## config.mk

```make
export PLATFORM = sky130hd
export DESIGN_NAME = prm_top
export DESIGN_NICKNAME = d
export VERILOG_FILES = /design/src/logic/prm_pkg.sv /design/src/logic/prm_rst_if.sv /design/src/logic/prm_top.sv /design/src/logic/prm_rst_ctl.sv
export SDC_FILE = /design/constraint.sdc
export NUM_CORES = 1
export LEC_CHECK = 0
export ABC_AREA = 1
export BUFFER_PORTS_ARGS = -buffer_cell sky130_fd_sc_hd__buf_4
export CAP_MARGIN = 10
export CORE_AREA = 8 8 104 125
export DETAILED_ROUTE_END_ITERATION = 6
export DIE_AREA = 0 0 112 133
export PLACE_DENSITY = 0.84
export SLEW_MARGIN = 15
export SYNTH_ARGS = -nofsm -noshare
export SYNTH_HDL_FRONTEND = slang
export SYNTH_SLANG_ARGS = --single-unit
```

## constraint.sdc

```tcl
create_clock -name pclk -period 7.69 [get_ports pclk]
set_clock_uncertainty 0.15 [all_clocks]
set_input_delay 1.9225 -clock pclk [delete_from_list [all_inputs] [get_ports pclk]]
set_output_delay 1.9225 -clock pclk [all_outputs]
set_load 0.02 [all_outputs]
```

## src/logic/prm_pkg.sv

```systemverilog
// Purpose: shared constants for the power and clock manager
// Assumes: apb slave, 32-bit data, pclk at 50 MHz
// Notes: offsets are byte addresses, one aligned word each
package prm_pkg;
    localparam int CLK_PERIOD_NS = 20;
    localparam int RC_TYP_HZ = 115000;
    localparam int CK_SETTLE_NS = 100;
    localparam int CK_SETTLE_CYC = (CK_SETTLE_NS + CLK_PERIOD_NS - 1) / CLK_PERIOD_NS;
    localparam int CK_CNT_W = 3;
    localparam logic [CK_CNT_W-1:0] CK_LOAD = CK_CNT_W'(CK_SETTLE_CYC);
    localparam logic [31:0] RESET_VEC = 32'h8000_0000;
    // ******************************
    // register offsets
    // ******************************
    localparam logic [7:0] OFS_MAIN_CLOCK_SOURCE_SELECT = 8'h00;
    localparam logic [7:0] OFS_PROCESSOR_CLOCK_SELECT = 8'h04;
    localparam logic [7:0] OFS_FAST_BUS_CLOCK_SELECT = 8'h08;
    localparam logic [7:0] OFS_PBSEL0 = 8'h0c;
    localparam logic [7:0] OFS_CLKMASK = 8'h20;
    localparam logic [7:0] OFS_CTRL = 8'h24;
    localparam logic [7:0] OFS_SLEEP = 8'h28;
    localparam logic [7:0] OFS_RCAUSE = 8'h2c;
    localparam logic [7:0] OFS_ISR = 8'h30;
    localparam logic [7:0] OFS_IMR = 8'h34;
    localparam logic [7:0] OFS_SR = 8'h38;
    // ******************************
    // fields and reset values
    // ******************************
    localparam int MCW = 2;
    localparam logic [MCW-1:0] MC_RC = 2'h0;
    localparam logic [7:0] DIV_RST = 8'h00;
    localparam int CTRL_PLL0 = 0;
    localparam int CTRL_PLL1 = 1;
    localparam int CTRL_MGROFF = 2;
    localparam int CTRL_SOFT = 3;
    localparam int CTRL_USBREG = 4;
    localparam int NIRQ = 2;
    localparam int IRQ_CKRDY = 0;
    localparam int IRQ_WAKE = 1;
    localparam int NCAUSE = 6;
    localparam int CAUSE_POR = 0;
    localparam int CAUSE_BOD_IO = 1;
    localparam int CAUSE_BOD_CORE = 2;
    localparam int CAUSE_EXT = 3;
    localparam int CAUSE_WDT = 4;
    localparam int CAUSE_SOFT = 5;
    localparam logic [NCAUSE-1:0] CAUSE_POR_V = 6'h01;
    localparam logic [2:0] SLP_FROZEN = 3'h1;
    localparam logic [2:0] SLP_STANDBY = 3'h2;
    localparam logic [2:0] SLP_STOP = 3'h3;
    localparam logic [2:0] SLP_STATIC = 3'h5;
    typedef enum logic {PRM_RUN = 1'b0, PRM_SLEEP = 1'b1} prm_slp_e;
endpackage : prm_pkg

```

## src/logic/prm_rst_if.sv

```systemverilog
// Purpose: reset sources and reset result between manager and reset control
// Assumes: all fields synchronous to pclk except the async reset path
// Notes: none
interface prm_rst_if;
    import prm_pkg::*;
    logic io_ok;
    logic core_ok;
    logic io_en;
    logic core_en;
    logic pin_n;
    logic soft_req;
    logic wdt_req;
    logic sys_rst_n;
    logic [NCAUSE-1:0] cause;
    modport ctl (input io_ok, core_ok, io_en, core_en, pin_n, soft_req, wdt_req,
        output sys_rst_n, cause);
    modport mgr (output io_ok, core_ok, io_en, core_en, pin_n, soft_req, wdt_req,
        input sys_rst_n, cause);
endinterface : prm_rst_if

```

## src/logic/prm_top.sv

```systemverilog
// Purpose: power and clock manager start-up, clock select, sleep, interrupt
// Assumes: pclk runs at 50 MHz, not from the 115 kHz rc oscillator, apb with zero wait states
// Notes: clock enables drive gating cells outside; dividers live outside too
//
// Implementation choices: the register offsets and the APB slave port.
module prm_top
    import prm_pkg::*;
#(
    parameter int NPB = 2,
    parameter int NMOD = 32,
    parameter int NSRC = 4
)
(
    input logic pclk,
    input logic presetn,
    input logic psel,
    input logic penable,
    input logic pwrite,
    input logic [7:0] paddr,
    input logic [31:0] pwdata,
    output logic [31:0] prdata_q,
    output logic pready_q,
    output logic pslverr_q,
    input logic reset_pin_n,
    input logic io_supply_monitor_ok,
    input logic core_supply_monitor_ok,
    input logic fuse_io_mon_keep,
    input logic fuse_core_mon_keep,
    input logic wdt_reset_req,
    input logic [NSRC-1:0] src_ready,
    input logic sleep_req,
    input logic [2:0] sleep_mode,
    input logic wake_irq,
    output logic sys_rst_n_q,
    output logic io_mon_en_q,
    output logic core_mon_en_q,
    output logic rc_osc_en_q,
    output logic osc_en_q,
    output logic [1:0] pll_en_q,
    output logic [MCW-1:0] main_clk_sel_q,
    output logic [7:0] cpu_div_q,
    output logic [NPB-1:0][7:0] pb_div_q,
    output logic cpu_clk_en_q,
    output logic hsb_clk_en_q,
    output logic [NPB-1:0] pb_clk_en_q,
    output logic [NMOD-1:0] mod_clk_en_q,
    output logic mgr_clk_en_q,
    output logic usb_reg_en_q,
    output logic cpu_fetch_en_q,
    output logic [31:0] boot_addr_q,
    output logic irq_q
);
    logic srst_n;
    logic loaded_q;
    logic setup;
    logic wr_en;
    logic rd_done;
    logic hit;
    logic [31:0] rd_v;
    logic ckrdy;
    logic ck_rise;
    logic wr_clk;
    logic [NPB-1:0] pb_wr;
    logic [CK_CNT_W-1:0] ck_cnt_q;
    logic soft_q;
    logic [NIRQ-1:0] isr_q;
    logic [NIRQ-1:0] imr_q;
    logic [NIRQ-1:0] ev;
    prm_slp_e slp_q;
    prm_slp_e slp_d;
    logic [2:0] slp_mode_q;
    logic [2:0] mode_d;

    prm_rst_if rif();

    prm_rst_ctl u_rst (
        .pclk(pclk),
        .presetn(presetn),
        .rif(rif.ctl)
    );

    assign rif.io_ok = io_supply_monitor_ok;
    assign rif.core_ok = core_supply_monitor_ok;
    assign rif.io_en = io_mon_en_q;
    assign rif.core_en = core_mon_en_q;
    assign rif.pin_n = reset_pin_n;
    assign rif.soft_req = soft_q;
    assign rif.wdt_req = wdt_reset_req;
    assign srst_n = rif.sys_rst_n;
    assign sys_rst_n_q = rif.sys_rst_n;

    // ******************************
    // supply monitor enables
    // ******************************
    // fuses are read once after the first release, never again
    always_ff @(posedge pclk or negedge presetn)
    begin
        if (!presetn)
        begin
            io_mon_en_q <= 1'b1;
            core_mon_en_q <= 1'b1;
            loaded_q <= 1'b0;
        end
        else if (srst_n && !loaded_q)
        begin
            io_mon_en_q <= fuse_io_mon_keep;
            core_mon_en_q <= fuse_core_mon_keep;
            loaded_q <= 1'b1;
        end
    end

    // ******************************
    // apb slave
    // ******************************
    assign setup = psel && !penable;
    // a stopped bus clock means the registers no longer take writes
    assign wr_en = psel && penable && pready_q && pwrite && mgr_clk_en_q;
    assign rd_done = psel && penable && pready_q && !pwrite;

    always_comb
    begin
        rd_v = 32'h0;
        hit = 1'b1;
        case (paddr)
            OFS_MAIN_CLOCK_SOURCE_SELECT: rd_v = {{(32-MCW){1'b0}}, main_clk_sel_q};
            OFS_PROCESSOR_CLOCK_SELECT, OFS_FAST_BUS_CLOCK_SELECT: rd_v = {24'h0, cpu_div_q};
            OFS_CLKMASK: rd_v = 32'(mod_clk_en_q);
            OFS_CTRL: rd_v = {27'h0, usb_reg_en_q, soft_q, !mgr_clk_en_q, pll_en_q};
            OFS_SLEEP: rd_v = {29'h0, slp_mode_q};
            OFS_RCAUSE: rd_v = {{(32-NCAUSE){1'b0}}, rif.cause};
            OFS_ISR: rd_v = {{(32-NIRQ){1'b0}}, isr_q};
            OFS_IMR: rd_v = {{(32-NIRQ){1'b0}}, imr_q};
            OFS_SR: rd_v = {28'h0, core_mon_en_q, io_mon_en_q, slp_q, ckrdy};
            default:
            begin
                hit = 1'b0;
                for (int i = 0; i < NPB; i++)
                begin
                    if (paddr == OFS_PBSEL0 + 8'(4 * i))
                    begin
                        hit = 1'b1;
                        rd_v = {24'h0, pb_div_q[i]};
                    end
                end
            end
        endcase
        if (!mgr_clk_en_q)
            rd_v = 32'h0;
    end

    always_ff @(posedge pclk or negedge srst_n)
    begin
        if (!srst_n)
        begin
            pready_q <= 1'b0;
            prdata_q <= 32'h0;
            pslverr_q <= 1'b0;
        end
        else
        begin
            pready_q <= setup;
            if (setup)
            begin
                prdata_q <= pwrite ? 32'h0 : rd_v;
                pslverr_q <= !hit;
            end
        end
    end

    // ******************************
    // main clock and dividers
    // ******************************
    always_ff @(posedge pclk or negedge srst_n)
    begin
        if (!srst_n)
            main_clk_sel_q <= MC_RC;
        else if (wr_en && paddr == OFS_MAIN_CLOCK_SOURCE_SELECT && src_ready[pwdata[MCW-1:0]])
            main_clk_sel_q <= pwdata[MCW-1:0];
    end

    // writes during a pending change are dropped, they could hang the clocks
    assign wr_clk = wr_en && ckrdy && (paddr == OFS_PROCESSOR_CLOCK_SELECT || (|pb_wr));
    assign ckrdy = ck_cnt_q == '0;
    assign ck_rise = ck_cnt_q == CK_CNT_W'(1);

    always_ff @(posedge pclk or negedge srst_n)
    begin
        if (!srst_n)
        begin
            cpu_div_q <= DIV_RST;
            ck_cnt_q <= '0;
        end
        else
        begin
            if (wr_en && ckrdy && paddr == OFS_PROCESSOR_CLOCK_SELECT)
                cpu_div_q <= pwdata[7:0];
            if (wr_clk)
                ck_cnt_q <= CK_LOAD;
            else if (!ckrdy)
                ck_cnt_q <= ck_cnt_q - CK_CNT_W'(1);
        end
    end

    // ******************************
    // peripheral bus domains
    // ******************************
    for (genvar g = 0; g < NPB; g++)
    begin : g_pb
        assign pb_wr[g] = paddr == OFS_PBSEL0 + 8'(4 * g);
        always_ff @(posedge pclk or negedge srst_n)
        begin
            if (!srst_n)
            begin
                pb_div_q[g] <= DIV_RST;
                pb_clk_en_q[g] <= 1'b1;
            end
            else
            begin
                if (wr_en && ckrdy && pb_wr[g])
                    pb_div_q[g] <= pwdata[7:0];
                pb_clk_en_q[g] <= !(slp_d == PRM_SLEEP && mode_d >= SLP_STANDBY);
            end
        end
    end

    // ******************************
    // control and module clocks
    // ******************************
    always_ff @(posedge pclk or negedge srst_n)
    begin
        if (!srst_n)
        begin
            pll_en_q <= 2'h0;
            mgr_clk_en_q <= 1'b1;
            usb_reg_en_q <= 1'b1;
            mod_clk_en_q <= '1;
        end
        else
        begin
            if (wr_en && paddr == OFS_CTRL)
            begin
                pll_en_q <= pwdata[CTRL_PLL1:CTRL_PLL0];
                usb_reg_en_q <= pwdata[CTRL_USBREG];
                if (pwdata[CTRL_MGROFF])
                    mgr_clk_en_q <= 1'b0;
            end
            if (wr_en && paddr == OFS_CLKMASK)
                mod_clk_en_q <= pwdata[NMOD-1:0];
        end
    end

    // soft request lasts one edge into the reset it starts, so that edge records its cause
    always_ff @(posedge pclk or negedge presetn)
    begin
        if (!presetn)
            soft_q <= 1'b0;
        else
            soft_q <= srst_n && (wr_en && paddr == OFS_CTRL ? pwdata[CTRL_SOFT] : soft_q);
    end

    // ******************************
    // sleep and wake
    // ******************************
    always_comb
    begin
        slp_d = slp_q;
        mode_d = slp_mode_q;
        unique case (slp_q)
            PRM_RUN:
            begin
                if (sleep_req)
                begin
                    slp_d = PRM_SLEEP;
                    mode_d = sleep_mode;
                end
            end
            PRM_SLEEP:
            begin
                if (wake_irq)
                    slp_d = PRM_RUN;
            end
        endcase
    end

    // only an interrupt or a system reset leaves sleep; rc stays on below static mode
    always_ff @(posedge pclk or negedge srst_n)
    begin
        if (!srst_n)
        begin
            slp_q <= PRM_RUN;
            slp_mode_q <= 3'h0;
            cpu_clk_en_q <= 1'b1;
            hsb_clk_en_q <= 1'b1;
            osc_en_q <= 1'b1;
            rc_osc_en_q <= 1'b1;
        end
        else
        begin
            slp_q <= slp_d;
            slp_mode_q <= mode_d;
            cpu_clk_en_q <= slp_d == PRM_RUN;
            hsb_clk_en_q <= !(slp_d == PRM_SLEEP && mode_d >= SLP_FROZEN);
            osc_en_q <= !(slp_d == PRM_SLEEP && mode_d >= SLP_STOP);
            rc_osc_en_q <= !(slp_d == PRM_SLEEP && mode_d >= SLP_STATIC);
        end
    end

    // ******************************
    // boot fetch
    // ******************************
    always_ff @(posedge pclk or negedge srst_n)
    begin
        if (!srst_n)
        begin
            cpu_fetch_en_q <= 1'b0;
            boot_addr_q <= RESET_VEC;
        end
        else
        begin
            cpu_fetch_en_q <= 1'b1;
            boot_addr_q <= RESET_VEC;
        end
    end

    // ******************************
    // interrupt
    // ******************************
    assign ev[IRQ_CKRDY] = ck_rise;
    assign ev[IRQ_WAKE] = slp_q == PRM_SLEEP && wake_irq;

    // only bits actually returned are cleared, so a late event survives
    always_ff @(posedge pclk or negedge srst_n)
    begin
        if (!srst_n)
        begin
            isr_q <= '0;
            imr_q <= '0;
            irq_q <= 1'b0;
        end
        else
        begin
            if (rd_done && paddr == OFS_ISR)
                isr_q <= (isr_q & ~prdata_q[NIRQ-1:0]) | ev;
            else
                isr_q <= isr_q | ev;
            if (wr_en && paddr == OFS_IMR)
                imr_q <= pwdata[NIRQ-1:0];
            irq_q <= |(isr_q & imr_q);
        end
    end
endmodule : prm_top

```

## src/logic/prm_rst_ctl.sv

```systemverilog
// Purpose: reset source gathering, synchronised release, cause record
// Assumes: presetn is the power-on reset
// Notes: cause survives every reset except power-on
module prm_rst_ctl
    import prm_pkg::*;
(
    input logic pclk,
    input logic presetn,
    prm_rst_if.ctl rif
);
    logic hold_n;
    logic s1_q;
    logic s2_q;
    logic in_rst_q;
    logic [NCAUSE-1:0] src;
    logic [NCAUSE-1:0] cause_q;

    assign src[CAUSE_POR] = 1'b0;
    assign src[CAUSE_BOD_IO] = rif.io_en && !rif.io_ok;
    assign src[CAUSE_BOD_CORE] = rif.core_en && !rif.core_ok;
    assign src[CAUSE_EXT] = !rif.pin_n;
    assign src[CAUSE_WDT] = rif.wdt_req;
    assign src[CAUSE_SOFT] = rif.soft_req;
    // any source pulls reset at once, no clock needed
    assign hold_n = presetn && !(|src);
    assign rif.sys_rst_n = s2_q;
    assign rif.cause = cause_q;

    // ******************************
    // release synchroniser
    // ******************************
    always_ff @(posedge pclk or negedge hold_n)
    begin
        if (!hold_n)
        begin
            s1_q <= 1'b0;
            s2_q <= 1'b0;
        end
        else
        begin
            s1_q <= 1'b1;
            s2_q <= s1_q;
        end
    end

    // ******************************
    // cause record
    // ******************************
    always_ff @(posedge pclk or negedge presetn)
    begin
        if (!presetn)
        begin
            cause_q <= CAUSE_POR_V;
            in_rst_q <= 1'b1;
        end
        else
        begin
            in_rst_q <= !s2_q;
            if (|src)
                cause_q <= in_rst_q ? (cause_q | src) : src;
        end
    end
endmodule : prm_rst_ctl

```

==> impl_metrics.ini <==
[sta]
rsz0062_at_grt = false
tns_ps = 0
final-setup-viol-count = 0
max_freq_mhz = 267
holdWs_ps = 125
fin_crit_sh_pct = 48.6
drv_slew = 0
hold_viol = 0
tightest_slew_ps = 1090
fin_crit_ps = 3740
slew_headroom_pct = 27.4

[global_route]
grt-ovfl-total = 0
antenna_found_initial = 0
grt_max_degree = 90
grt_pass1_vias = 5364
track_usage_pct = 22.6
grt_pass1_wl_mm = 26.6

[place]
io_buffers = 166
place_congestion = 0.927
dp_hpwl_mm = 12.0

[route]
drt_iter0_drc = 292
drc = 0
drtPass1Iterations = 5
wl_mm = 16.4
final_antenna_net_count = 0
num_vias = 5022
wl_per_cell_um = 16.6
via_per_inst = 5.09

[final_layout]
drive_above_1_share_pct = 30.3
fin_util_pct = 69.2
syn_to_final_growth_pct = 30.6
antenna_cells = 0
nNetsFinal = 906

[job]
max-cap-violations = 0

[yosys]
yosys.area.top_type = dfrtp_1
yosysSeqAreaShare_pct = 55.8
synth.area.top_cells = dfrtp_1 (36%), dfstp_2 (20%), nand2_1 (10%)
synth.avg_cell_area_um2 = 8.59
yosysUniqueCellTypes = 35
synth_top_area_share_pct = 36.3
synthTopCellsByCount = nand2_1 (160), dfrtp_1 (84), inv_1 (79)
synth_cells = 674
postSynth.asyncResetShare_pct = 100
yosysWarnings = 0
synth_edf_count = 0
ys_ff_latch = 127
syn_area_mm2 = 0.00579
synth.most_common_cell = nand2_1
yosys_most_used_dff = dfrtp_1

[worst_setup_path]
end_kind = flip-flop
critPathLaunchType = input port
reg2reg_from = mgr_clk_en_q
crit_arrival_ps = 3920
rrSetupSlack_ps = 5260
slowest_stage = nand2_2
slowest_delay_ps = 650
r2r_end = mod_clk_en_q[31]
r2r_cells = 4
cp.required_ps = 7870
cp_cell_sequence = buf_4 -> nor2_1 -> nand3_1 -> nor2_4 -> nand2_2 -> mux2_2
timing_worst_setup_path_type = input port to flip-flop
cp_max_fo = 63

[clock_network]
h-tree-depth = 4
ctsHoldBuffers = 0
clk_pin_slew_ps = 50
cts_resized = 0
cts_tree = yes
worstSkewPairLatency_ps = 410
ctsLongestPathBuffers = 2
clock-root-buffer = clkbuf_16
cts_setup_buffers = 0
cts_made_buffers = 17
cts.sinks = 127

[die]
die_area_mm2 = 0.0149
die_x_um = 112
die_h_um = 133
rows = 42
io_pins = 199
start_util_pct = 53.0
coreArea_mm2 = 0.0109

[pwr]
p_per_area_mw_per_mm2 = 214
total_power_w = 0.00162
leakagePower_nw = 4.04
ir_worst_vdd_v = 0.000151

[hold_path]
hp-class = flip-flop to asynchronous set/reset pin

[outcome]
outcome = complete, no violations
## registers in the layout, summed over array words and instances, names as in the netlist, 2 cells and up
signal           count
prdata_q            32
slp_mode_q           3
pb_div_q            16
ck_cnt_q             3
cpu_div_q            8
pll_en_q             2
main_clk_sel_q       2
isr_q                2
mod_clk_en_q        32
imr_q                2
u_rst.rif.cause      6
## layout by cell type (no fill, tap or decap), types with 2 or more instances in the layout
cell and n:
clkbuf_1 3, dfrtp_1 83, inv_2 3, dfstp_2 43, nand3_2 2, o21ai_1 26
ha_1 3, a21oi_1 31, inv_1 79, o21ai_0 65, clkbuf_8 2, or2_2 4
clkinv_2 8, clkbuf_16 17, nor3_4 3, nor2_1 58, o21bai_1 2, o22ai_1 2
buf_4 166, nand3_1 39, nor2_4 2, conb_1 34, nor3_1 3, nand2_2 3
nand2_1 159
## per-layer routing
metal / share of wire [%] / routed length, um / vias to the layer above / GRT usage (%)
li1: - / - / 2418 / -
met2: 50 / 8160 / 206 / 38.2
met3: 9.9 / 1630 / 29 / 9.56
met4: 2.3 / 382 / 0 / 9.39
met1: 38 / 6220 / 2369 / 24.4
met5: 0 / 0 / - / 0
## through the flow
| stage | instances | area [um^2] | setup WS [ps] |
|---|---|---|---|
| final | 987 | 7560 | 3950 |
| after global routing | 987 | 7560 | 3720 |
| after CTS | 987 | 7560 | 3940 |
| after detailed placement | 956 | 7020 | 3520 |
| after global placement | 956 | 7020 | 3600 |
| after floorplan | 706 | 5910 | 2760 |
## worst max path at each step
stage / depth (start not counted) / start / slack, ps / end
after floorplan: 0 / u_rst.rif.sys_rst_n / 2760 / sys_rst_n_q
after global placement: 6 / paddr[7] / 3600 / mod_clk_en_q[31]
after detailed placement: 6 / paddr[7] / 3520 / mod_clk_en_q[31]
after CTS: 6 / paddr[7] / 3940 / mod_clk_en_q[31]
after global routing: 6 / paddr[7] / 3720 / mod_clk_en_q[7]
final: 6 / paddr[7] / 3950 / mod_clk_en_q[31]
## cell type report
class | instances | area [um^2]
flip-flops and latches | 127 | 3240
multi-input cells | 448 | 2060
fillers | 889 | 3370
well taps | 132 | 165
clock buffers | 22 | 464
repair buffers | 167 | 1260
inverters | 82 | 308
clock inverters | 9 | 70.1
## cells by family after synthesis
group                    share of synthesized area [%]
other                                            0.130
XOR/XNOR                                         0.151
AO/OA/AOI/OAI                                     11.8
AND/OR/NAND/NOR                                   20.6
multiplexers                                     0.194
flip-flops                                        55.8
adder cells (fa/ha/maj)                          0.648
buffers and inverters                             10.7
## worst max-delay path, delay by kind of cell
| kind | cells | cell delay [ps] |
|---|---|---|
| muxes | 1 | 530 |
| and+or+nand+nor | 4 | 1310 |
| buffers and inverters | 1 | 110 |
## where the power goes
group	internal [W]	switching (W)	total, W
combinational	0.0000626	0.000106	0.000168
sequential	0.000702	0.0000209	0.000722
clock	0.000454	0.000274	0.000728
total	0.00122	0.000400	0.00162
Note: power is estimated with default switching activity, not from simulation.
